File: src/core/ddrpa_pkg.sv
// constants, types and helper functions for the ddr port priority arbiter
// Operation
// - eight paths: 0-3 read sides of ports 0-3, 4-7 write sides
// - each path owns an independently configured priority generator
// - each generator yields one of four levels, zero lowest, three highest
// - a disabled generator always presents the lowest level
// - higher pending levels are granted before lower ones
// - all-lowest pending requests are granted round-robin, one per path
// - a path at the highest level shares grants round-robin with other top-level paths while it stays there
// - every request is timestamped on entering its path queue
// - head timer is mapped to a level through per-path thresholds
// - timers advance once per 240 MHz base-clock cycle
// - timers count down, signed range +8192 to -8192
// - a timer crossing zero while waiting is detected and flagged
// - start value sets delay to level two, top limit the delay to three
// - raising the lower-to-1 limit makes requests pass through level one
// - carry-over adds the leftover timer value to the next start value
// - each grant moves up to 128 bytes between master and memory
// - memory data bus is selectable as 16 or 32 bits wide
package ddrpa_pkg;
  localparam int NUM_PATHS = 8;
  localparam int PATH_W = 3;
  localparam int QUEUE_DEPTH = 4;
  localparam logic [2:0] QUEUE_FULL_CNT = 3'h4;
  localparam logic [2:0] QUEUE_NEAR_CNT = 3'h3;
  localparam int CLK_MHZ = 250;
  localparam int BASE_MHZ = 240;
  localparam logic [8:0] PHASE_STEP = 9'(BASE_MHZ);
  localparam logic [8:0] PHASE_WRAP = 9'(CLK_MHZ);
  localparam int XFER_BYTES = 128;
  localparam logic [6:0] BEATS_16 = 7'(XFER_BYTES * 8 / 16);
  localparam logic [6:0] BEATS_32 = 7'(XFER_BYTES * 8 / 32);
  localparam logic signed [14:0] TIMER_MAX = 15'sh2000;
  localparam logic signed [14:0] TIMER_MIN = 15'sh6000;
  localparam logic signed [17:0] SAT_HI = 18'sh02000;
  localparam logic signed [17:0] SAT_LO = 18'sh3e000;
  localparam logic [7:0] OFS_GLOBAL = 8'h80;
  localparam logic [3:0] OFS_CFG = 4'h0;
  localparam logic [3:0] OFS_LIMA = 4'h4;
  localparam logic [3:0] OFS_LIMB = 4'h8;
  localparam logic [3:0] OFS_STATUS = 4'hc;
  localparam int CFG_EN_BIT = 0;
  localparam int CFG_CARRY_BIT = 1;
  localparam int HI_LSB = 16;
  localparam int ST_CROSSED_BIT = 2;
  localparam int GLB_WIDTH_BIT = 0;
  localparam logic signed [14:0] RST_START = 15'sh0000;
  localparam logic signed [14:0] RST_LIM01 = 15'sh0001;
  localparam logic signed [14:0] RST_LIM12 = 15'sh0000;
  localparam logic signed [14:0] RST_LIM23 = 15'sh7fff;
  localparam logic RST_WIDTH32 = 1'b0;

  typedef logic signed [14:0] ddrpa_timer_t;
  typedef enum logic [1:0] {
    LEVEL_LOWEST = 2'h0,
    LEVEL_ONE = 2'h1,
    LEVEL_TWO = 2'h2,
    LEVEL_HIGHEST = 2'h3
  } ddrpa_level_t;
  typedef struct packed {
    logic enable;
    logic carry;
    ddrpa_timer_t start;
    ddrpa_timer_t lower_to_level1_limit;
    ddrpa_timer_t level1_to_level2_limit;
    ddrpa_timer_t level2_to_top_limit;
  } ddrpa_cfg_t;
  typedef struct packed {
    logic [7:0] address;
    logic read;
    logic write;
    logic [31:0] writedata;
  } ddrpa_avm_req_t;
  typedef struct packed {
    logic waitrequest;
    logic [31:0] readdata;
  } ddrpa_avm_rsp_t;
  typedef struct packed {
    logic valid;
    logic [2:0] path;
    logic [6:0] beats;
  } ddrpa_grant_t;
  typedef struct packed {
    ddrpa_level_t level;
    ddrpa_timer_t timer;
    logic [2:0] pending;
    logic full;
    logic crossed;
  } ddrpa_gen_status_t;
  typedef struct packed {
    logic [3:0][15:0] stamp;
    logic [1:0] rd;
    logic [1:0] wr;
    logic [2:0] count;
    ddrpa_timer_t timer;
    ddrpa_timer_t carry;
  } ddrpa_gen_state_t;

  function automatic ddrpa_timer_t ddrpa_sat(input logic signed [17:0] v);
    if (v > SAT_HI) begin
      return TIMER_MAX;
    end else if (v < SAT_LO) begin
      return TIMER_MIN;
    end
    return v[14:0];
  endfunction

  function automatic ddrpa_level_t ddrpa_level(input ddrpa_cfg_t c, input ddrpa_timer_t t);
    if (!c.enable) begin
      return LEVEL_LOWEST;
    end else if (t <= c.level2_to_top_limit) begin
      return LEVEL_HIGHEST;
    end else if (t <= c.level1_to_level2_limit) begin
      return LEVEL_TWO;
    end else if (t < c.lower_to_level1_limit) begin
      return LEVEL_ONE;
    end
    return LEVEL_LOWEST;
  endfunction
endpackage

File: src/core/ddrpa_gen.sv
// per-path priority generator with request queue and age timer
`timescale 1ns/1ps
module ddrpa_gen (
  input wire logic clk,
  input wire logic resetn,
  input wire logic tick,
  input wire logic [15:0] now,
  input ddrpa_pkg::ddrpa_cfg_t cfg,
  input wire logic push,
  input wire logic pop,
  output ddrpa_pkg::ddrpa_gen_status_t status
);
  import ddrpa_pkg::*;

  ddrpa_gen_state_t s;
  ddrpa_gen_state_t n;
  logic crossed;
  logic signed [17:0] load_val;
  ddrpa_timer_t leftover;
  logic [15:0] age;
  logic [2:0] cnt_tmp;

  always_comb begin
    n = s;
    crossed = 1'b0;
    leftover = '0;
    load_val = '0;
    age = '0;
    cnt_tmp = s.count;
    if (push && s.count != QUEUE_FULL_CNT) begin
      n.stamp[s.wr] = now;
      n.wr = s.wr + 2'h1;
      cnt_tmp = cnt_tmp + 3'h1;
    end
    if (tick && s.count != 3'h0) begin
      if (s.timer != TIMER_MIN) begin
        n.timer = s.timer - 15'sh0001;
      end
      crossed = (s.timer == 15'sh0000);
    end
    if (pop && s.count != 3'h0) begin
      leftover = n.timer;
      n.rd = s.rd + 2'h1;
      cnt_tmp = cnt_tmp - 3'h1;
      if (cnt_tmp != 3'h0) begin
        age = now - n.stamp[n.rd];
        load_val = 18'(cfg.start) - $signed({2'b00, age});
        if (cfg.carry) begin
          load_val = load_val + 18'(leftover);
        end
        n.timer = ddrpa_sat(load_val);
        n.carry = '0;
      end else begin
        n.carry = cfg.carry ? leftover : '0;
      end
    end else if (s.count == 3'h0 && cnt_tmp != 3'h0) begin
      load_val = 18'(cfg.start) + 18'(s.carry);
      n.timer = ddrpa_sat(load_val);
      n.carry = '0;
    end
    n.count = cnt_tmp;
  end

  always_ff @(posedge clk or negedge resetn) begin
    if (!resetn) begin
      s <= '0;
    end else begin
      s <= n;
    end
  end

  // head of queue is the oldest request
  assign status.level = (s.count != 3'h0) ? ddrpa_level(cfg, s.timer) : LEVEL_LOWEST;
  assign status.timer = s.timer;
  assign status.pending = s.count;
  assign status.full = (s.count >= QUEUE_NEAR_CNT);
  assign status.crossed = crossed;

  disabled_low_a: assert property (@(posedge clk) disable iff (!resetn)
    !cfg.enable |-> status.level == LEVEL_LOWEST)
    else $error("disabled generator shows a raised level");

  timer_step_a: assert property (@(posedge clk) disable iff (!resetn)
    tick && s.count != 3'h0 && !pop && s.timer != TIMER_MIN
    |=> s.timer == $past(s.timer) - 15'sh0001)
    else $error("timer did not step down by one on a base tick");

  timer_range_a: assert property (@(posedge clk) disable iff (!resetn)
    s.timer >= TIMER_MIN && s.timer <= TIMER_MAX)
    else $error("timer left its signed range");

  crossed_sign_a: assert property (@(posedge clk) disable iff (!resetn)
    status.crossed && !pop |=> s.timer < 15'sh0000)
    else $error("zero crossing flagged but timer not negative");

  skip_one_a: assert property (@(posedge clk) disable iff (!resetn)
    cfg.lower_to_level1_limit == 15'sh0001 && cfg.level1_to_level2_limit == 15'sh0000
    |-> status.level != LEVEL_ONE)
    else $error("level one reached with skipping thresholds");

  hold_idle_a: assert property (@(posedge clk) disable iff (!resetn)
    s.count == 3'h0 && !push |=> s.count == 3'h0 && $stable(s.timer))
    else $error("idle queue changed state");
endmodule

File: src/core/ddrpa_arbiter.sv
// ddr port priority arbiter top with avalon register slave
//
// Design decisions made here: the register addresses and the Avalon-MM register port.
`timescale 1ns/1ps
module ddrpa_arbiter (
  input wire logic clk,
  input wire logic resetn,
  input ddrpa_pkg::ddrpa_avm_req_t avm_req,
  output ddrpa_pkg::ddrpa_avm_rsp_t avm_rsp,
  input wire logic [7:0] req_push,
  output logic [7:0] queue_full,
  input wire logic mem_ready,
  output ddrpa_pkg::ddrpa_grant_t grant
);
  import ddrpa_pkg::*;

  typedef struct packed {
    ddrpa_cfg_t [NUM_PATHS-1:0] cfg;
    logic width32;
    logic [7:0] crossed;
    logic [2:0] rr_last;
    logic [8:0] phase;
    logic [15:0] now;
    logic tick;
    ddrpa_grant_t grant;
    logic [7:0] full;
    logic waitreq;
    logic [31:0] rdata;
  } ddrpa_top_state_t;

  ddrpa_top_state_t s;
  ddrpa_top_state_t n;
  ddrpa_gen_status_t gst [NUM_PATHS];
  logic [7:0] pop;
  logic [7:0] crossed_clr;
  logic [7:0] crossed_set;
  logic [7:0] pend;
  logic [8:0] phase_sum;
  ddrpa_level_t max_lvl;
  logic [2:0] win;
  logic [2:0] idx;
  logic found;
  logic fire;
  logic higher_pend;
  logic lowest_multi;
  logic [3:0] pend_cnt;
  logic [2:0] path_sel;
  logic [3:0] ofs;
  logic wr_take;
  logic rd_take;
  logic [31:0] rd_word;
  ddrpa_cfg_t cs;
  ddrpa_gen_status_t gs;

  genvar g;
  generate
    for (g = 0; g < NUM_PATHS; g++) begin : gen_path
      ddrpa_gen u_gen (
        .clk(clk),
        .resetn(resetn),
        .tick(s.tick),
        .now(s.now),
        .cfg(s.cfg[g]),
        .push(req_push[g]),
        .pop(pop[g]),
        .status(gst[g])
      );
      assign pend[g] = (gst[g].pending != 3'h0);
      assign crossed_set[g] = gst[g].crossed;
    end
  endgenerate

  always_comb begin
    n = s;
    pop = '0;
    crossed_clr = '0;
    max_lvl = LEVEL_LOWEST;
    win = s.rr_last;
    idx = '0;
    found = 1'b0;
    higher_pend = 1'b0;
    pend_cnt = '0;
    rd_word = '0;
    cs = '0;
    gs = '0;
    path_sel = avm_req.address[6:4];
    ofs = avm_req.address[3:0];

    // base-clock enable, 240 of every 250 cycles
    phase_sum = s.phase + PHASE_STEP;
    if (phase_sum >= PHASE_WRAP) begin
      n.phase = phase_sum - PHASE_WRAP;
      n.tick = 1'b1;
      n.now = s.now + 16'h0001;
    end else begin
      n.phase = phase_sum;
      n.tick = 1'b0;
    end

    // highest pending level, then round-robin inside it
    for (int i = 0; i < NUM_PATHS; i++) begin
      if (pend[i] && gst[i].level > max_lvl) begin
        max_lvl = gst[i].level;
      end
      if (pend[i]) begin
        pend_cnt = pend_cnt + 4'h1;
      end
    end
    for (int k = 1; k <= NUM_PATHS; k++) begin
      idx = 3'(int'(s.rr_last) + k);
      if (!found && pend[idx] && gst[idx].level == max_lvl) begin
        win = idx;
        found = 1'b1;
      end
    end
    for (int i = 0; i < NUM_PATHS; i++) begin
      if (pend[i] && gst[i].level > gst[win].level) begin
        higher_pend = 1'b1;
      end
    end
    lowest_multi = (pend_cnt > 4'h1) && (max_lvl == LEVEL_LOWEST);
    fire = mem_ready && found;
    n.grant.valid = fire;
    if (fire) begin
      pop[win] = 1'b1;
      n.rr_last = win;
      n.grant.path = win;
      n.grant.beats = s.width32 ? BEATS_32 : BEATS_16;
    end

    for (int i = 0; i < NUM_PATHS; i++) begin
      n.full[i] = gst[i].full;
    end

    // register slave, one wait cycle per access
    wr_take = avm_req.write && !s.waitreq;
    rd_take = avm_req.read && s.waitreq;
    n.waitreq = !((avm_req.read || avm_req.write) && s.waitreq);
    cs = s.cfg[path_sel];
    gs = gst[path_sel];
    if (avm_req.address < OFS_GLOBAL) begin
      if (ofs == OFS_CFG) begin
        rd_word = {1'b0, cs.start, 14'h0000, cs.carry, cs.enable};
      end else if (ofs == OFS_LIMA) begin
        rd_word = {1'b0, cs.level1_to_level2_limit, 1'b0, cs.lower_to_level1_limit};
      end else if (ofs == OFS_LIMB) begin
        rd_word = {17'h00000, cs.level2_to_top_limit};
      end else if (ofs == OFS_STATUS) begin
        rd_word = {1'b0, gs.timer, 8'h00, 1'b0, gs.pending, 1'b0, s.crossed[path_sel], gs.level};
      end else begin
        rd_word = '0;
      end
    end else if (avm_req.address == OFS_GLOBAL) begin
      rd_word = {31'h00000000, s.width32};
    end else begin
      rd_word = '0;
    end
    if (rd_take) begin
      n.rdata = rd_word;
    end
    if (wr_take) begin
      if (avm_req.address < OFS_GLOBAL) begin
        if (ofs == OFS_CFG) begin
          n.cfg[path_sel].enable = avm_req.writedata[CFG_EN_BIT];
          n.cfg[path_sel].carry = avm_req.writedata[CFG_CARRY_BIT];
          n.cfg[path_sel].start = avm_req.writedata[HI_LSB +: 15];
        end else if (ofs == OFS_LIMA) begin
          n.cfg[path_sel].lower_to_level1_limit = avm_req.writedata[14:0];
          n.cfg[path_sel].level1_to_level2_limit = avm_req.writedata[HI_LSB +: 15];
        end else if (ofs == OFS_LIMB) begin
          n.cfg[path_sel].level2_to_top_limit = avm_req.writedata[14:0];
        end else if (ofs == OFS_STATUS) begin
          crossed_clr[path_sel] = avm_req.writedata[ST_CROSSED_BIT];
        end
      end else if (avm_req.address == OFS_GLOBAL) begin
        n.width32 = avm_req.writedata[GLB_WIDTH_BIT];
      end
    end
    n.crossed = (s.crossed & ~crossed_clr) | crossed_set;
  end

  always_ff @(posedge clk or negedge resetn) begin
    if (!resetn) begin
      for (int i = 0; i < NUM_PATHS; i++) begin
        s.cfg[i].enable <= 1'b0;
        s.cfg[i].carry <= 1'b0;
        s.cfg[i].start <= RST_START;
        s.cfg[i].lower_to_level1_limit <= RST_LIM01;
        s.cfg[i].level1_to_level2_limit <= RST_LIM12;
        s.cfg[i].level2_to_top_limit <= RST_LIM23;
      end
      s.width32 <= RST_WIDTH32;
      s.crossed <= '0;
      s.rr_last <= 3'h7;
      s.phase <= '0;
      s.now <= '0;
      s.tick <= 1'b0;
      s.grant <= '0;
      s.full <= '0;
      s.waitreq <= 1'b1;
      s.rdata <= '0;
    end else begin
      s <= n;
    end
  end

  assign avm_rsp.waitrequest = s.waitreq;
  assign avm_rsp.readdata = s.rdata;
  assign queue_full = s.full;
  assign grant = s.grant;

  bus_wait_a: assert property (@(posedge clk) disable iff (!resetn)
    (avm_req.read || avm_req.write) && s.waitreq |=> !s.waitreq)
    else $error("register access not answered after one wait cycle");

  level_order_a: assert property (@(posedge clk) disable iff (!resetn)
    fire |-> !higher_pend)
    else $error("lower level granted over a higher pending level");

  rr_turn_a: assert property (@(posedge clk) disable iff (!resetn)
    fire && lowest_multi |=> s.grant.path != $past(s.rr_last))
    else $error("round-robin granted the same path twice in a row");

  grant_beats_a: assert property (@(posedge clk) disable iff (!resetn)
    s.grant.valid |-> s.grant.beats == ($past(s.width32) ? BEATS_32 : BEATS_16))
    else $error("grant length does not match bus width");

  tick_rate_a: assert property (@(posedge clk) disable iff (!resetn)
    $past(resetn) && !s.tick |=> s.tick)
    else $error("base tick missing for two cycles");

  grant_pend_a: assert property (@(posedge clk) disable iff (!resetn)
    mem_ready && pend != 8'h00 |=> s.grant.valid)
    else $error("pending request not granted while memory ready");

  crossed_keep_a: assert property (@(posedge clk) disable iff (!resetn)
    crossed_set != 8'h00 |=> (s.crossed & $past(crossed_set)) == $past(crossed_set))
    else $error("zero crossing flag lost");
endmodule

File: config.mk
export PLATFORM = sky130hd
export DESIGN_NAME = ddrpa_arbiter
export DESIGN_NICKNAME = d
export VERILOG_FILES = /design/src/core/ddrpa_pkg.sv /design/src/core/ddrpa_gen.sv /design/src/core/ddrpa_arbiter.sv
export SDC_FILE = /design/constraint.sdc
export NUM_CORES = 2
export LEC_CHECK = 0
export BUFFER_PORTS_ARGS = -buffer_cell sky130_fd_sc_hd__buf_4
export CELL_PAD_IN_SITES_DETAIL_PLACEMENT = 1
export CELL_PAD_IN_SITES_GLOBAL_PLACEMENT = 1
export CORE_UTILIZATION = 47
export CTS_CLUSTER_DIAMETER = 30
export CTS_CLUSTER_SIZE = 25
export DETAILED_ROUTE_END_ITERATION = 16
export GPL_TIMING_DRIVEN = 1
export PLACE_DENSITY_LB_ADDON = 0.1
export SYNTH_ARGS = -nofsm -noshare
export SYNTH_HDL_FRONTEND = slang
export SYNTH_SLANG_ARGS = --single-unit
File: constraint.sdc
create_clock -name clk -period 12.1 [get_ports clk]
set_clock_uncertainty 0.05 [all_clocks]
set_input_delay 2.42 -clock clk [delete_from_list [all_inputs] [get_ports clk]]
set_output_delay 2.42 -clock clk [all_outputs]
set_load 0.01 [all_outputs]
==> impl_metrics.py <==
metrics = {
    "critical_path": {
        "crit_path_start": "s[158]$_DFFE_PN1P_",
        "r2r-end": "gen_path[1].u_gen.status[9]$_DFF_PN0_",
        "startpoint_type": "flip-flop",
        "required_ps": 12810,
        "critical_path_class": "reg -> reg",
        "path_max_fanout": 6,
        "cp-end-kind": "flip-flop",
        "critPathSlowestCell": "dfstp_2",
        "cp.arrival_ps": 12660,
        "regToRegStartpoint": "s[158]$_DFFE_PN1P_",
        "r2r_setup_slack_ps": 150,
        "r2r_cells": 63,
        "cpPeakStageDelay_ps": 530,
        "critPathCapture": "gen_path[1].u_gen.status[9]$_DFF_PN0_",
    },
    "die": {
        "die_y_um": 464,
        "die-width_um": 464,
        "coreArea_um2": 212000,
        "dieArea_um2": 216000,
        "pin_count": 105,
        "std_cell_rows": 169,
        "start_util": 0.473,
    },
    "global_routing": {
        "use_met1": 0.501,
        "grt_pass1_vias": 94000,
        "grt_pass1_wl_um": 641000,
        "grt_usage": 0.402,
        "busiest_layer": "met2",
        "grt_max_degree": 168,
        "grtUsageMet2": 0.632,
        "met3_usage": 0.0892,
        "antenna_found_initial": 42,
        "gr-total-overflow": 0,
    },
    "synthesis": {
        "ys_types": 104,
        "synthTopCellsByArea": "dfrtp_1 (31%), mux2_2 (12%), ha_1 (12%), dfstp_2 (3.5%), xnor2_1 (3.3%)",
        "synthesis.area_um2": 100000,
        "syn_inst": 10400,
        "async_flop_share": 1.00,
        "synth_ff_type": "dfrtp_1",
        "ys_warn_count": 0,
        "synth_top_area_cell": "dfrtp_1",
        "ys_seq_area_frac": 0.347,
        "avgSynthCellArea_um2": 9.68,
        "synth_edf_count": 0,
        "synth-seq-cells": 1386,
        "synth_top_area_frac": 0.312,
    },
    "worst_hold_path": {
        "worstHoldStart": "gen_path[7].u_gen.s[36]$_DFFE_PN0P_",
        "hold_path.class": "reg -> reg",
    },
    "timing": {
        "slew-limit-headroom": 0.0622,
        "hold_viol": 0,
        "fin_crit_ps": 11950,
        "hold_ws_ps": 416,
        "slew_violations": 0,
        "finalSetupViolCount": 0,
        "timing.fmax_ghz": 0.0837,
        "fin_crit_sh": 0.988,
        "worst_pin_slew_ps": 1410,
    },
    "finish": {
        "syn2layout_area_growth_pct": 21.7,
        "nNetsFinal": 12000,
        "drive_gt1_frac": 0.256,
        "multi_input_area_um2": 61100,
        "fin_area_um2": 122000,
        "ff_latch_area_um2": 34900,
        "n_fill_cell": 22900,
    },
    "routing": {
        "finalWirelength_um": 441000,
        "avgRoutedWirePerCell_um": 31.3,
        "via_per_inst": 6.29,
        "vias": 88700,
        "antenna_left": 0,
        "route.detailed.drc": 8,
        "drt-pass1-iter-count": 12,
        "drt_iter0_drc": 7347,
    },
    "cts": {
        "cts_tree": "done",
        "cts_buffer_depth": 4,
        "numClockSinks": 1386,
        "path_clk_slew_ps": 50,
        "htree_levels": 5,
        "clock-root-buffer": "clkbuf_16",
        "clk_latency_ps": 980,
        "numCtsBuffers": 394,
    },
    "place": {
        "port_buffers": 95,
        "dpl_cell_area_um2": 107000,
        "dp_hpwl_um": 322000,
        "gp_congestion": 1.04,
    },
    "run_status": {
        "violations": "design-rule violations",
        "outcome": "finished with violations",
    },
    "run": {
        "maxCapViolCount": 0,
    },
}
==> synth_stat cells, types with 32 or more instances <==
cell	n
clkbuf_1	356
ha_1	973
buf_4	53
or4_1	46
inv_1	846
a21oi_1	538
nor2b_1	112
a31oi_1	42
xor2_1	172
nor4_1	70
o22ai_1	176
a221oi_1	94
nand4_1	88
buf_2	32
a21o_1	127
fa_1	32
dfrtp_1	1254
and3_1	42
a31o_2	40
and2_1	32
a21boi_0	72
buf_1	68
a22oi_1	204
xnor2_1	374
mux2_2	1109
mux4_2	40
o21bai_1	38
nor3_1	152
a211oi_1	58
o221ai_1	33
o211ai_1	51
nand2b_1	97
o21a_1	52
mux2i_1	305
nand2_1	695
or3_1	51
nand3_1	249
nor2_1	478
o21ai_0	590
dfstp_2	132
==> worst min path at each step <==
stage / cells after the start / to
floorplan: 2 / avm_rsp[2]$_DFFE_PN0P_
global placement: 2 / gen_path[4].u_gen.s[85]$_DFF_PN0_
detailed placement: 1 / gen_path[7].u_gen.s[36]$_DFFE_PN0P_
CTS: 1 / gen_path[7].u_gen.s[36]$_DFFE_PN0P_
global route: 1 / gen_path[7].u_gen.s[36]$_DFFE_PN0P_
finish: 1 / gen_path[7].u_gen.s[36]$_DFFE_PN0P_
==> worst max-delay path: cells and delay by family (launching register included) <==
family | cells | cell delay (ps)
fa+ha+maj | 8 | 2210
simple gates | 17 | 2610
mux | 1 | 320
buf+inv | 13 | 1770
compound gates | 23 | 3990
flops | 1 | 530
xor+xnor | 1 | 170
==> sequential cells by signal (all words and copies together), names as in the netlist <==
signal and count:
gen_path.u_gen.s 664, s 533, gen_path.u_gen.status 144, avm_rsp 31, queue_full 8, grant 6
==> layout by cell type, fill, tap and decap left out, drive strengths merged, types with 55 or more instances in the layout <==
cell type / netlist / routed
a211oi: 58 / 58
a21boi: 72 / 72
a21o: 127 / 127
a21oi: 538 / 538
a221oi: 96 / 96
a22oi: 210 / 210
buf: 162 / 679
bufinv: 0 / 55
clkbuf: 356 / 523
clkinv: 7 / 96
dfrtp: 1254 / 1254
dfstp: 132 / 132
ha: 973 / 973
inv: 850 / 859
mux2: 1110 / 1110
mux2i: 305 / 305
nand2: 695 / 695
nand2b: 97 / 97
nand3: 249 / 249
nand4: 88 / 88
nor2: 478 / 478
nor2b: 112 / 112
nor3: 152 / 152
nor4: 70 / 70
o21ai: 611 / 611
o22ai: 176 / 176
xnor2: 374 / 374
xor2: 172 / 172
==> final cells by class <==
cell class	count	area share
well taps	2821	0.0289
clock inverters	186	0.0211
inverters	857	0.0263
repair buffers	684	0.0487
multi-input cells	7621	0.499
flip-flops and latches	1386	0.285
clock buffers	521	0.0898
diodes	17	0.000348
==> stage by stage <==
step | cells | TNS (ps) | setup slack (ps) | util
after floorplan | 10400 | 0 | 109 | -
after global placement | 13300 | -111250 | -705 | 0.504
after detailed placement | 13300 | -159420 | -890 | 0.504
after CTS | 14000 | -7.47 | -3.41 | 0.571
after global routing | 14100 | -10560 | -177 | 0.576
final | 14100 | 0 | 150 | 0.576
==> per-layer routing <==
| metal | part of all wire | vias up |
|---|---|---|
| li1 | - | 38800 |
| met1 | 0.40 | 45400 |
| met3 | 0.076 | 1159 |
| met4 | 0.072 | 10 |
| met2 | 0.45 | 3318 |
| met5 | 0.00017 | - |
==> what timing repair did <==
item                       in CTS  in global routing
setup endpoints to repair     284                289
setup buffers                  22                 32
hold buffers                    0                  0
pin swaps                      21                 67
gates cloned                    7                  2
gates resized for setup        69                127
==> logic make-up after synthesis <==
logic type | Yosys count | synth area share
flops | 1386 | 0.347
xor+xnor | 546 | 0.0476
simple gates | 2223 | 0.107
compound gates | 2385 | 0.153
other cells | 1 | 0.0000373
mux | 1455 | 0.164
buf+inv | 1375 | 0.0544
fa+ha+maj | 1005 | 0.128
Power is left out: the tool's default activity adds up to more than one toggle a clock period on the data nets, which glitch-free logic cannot reach.
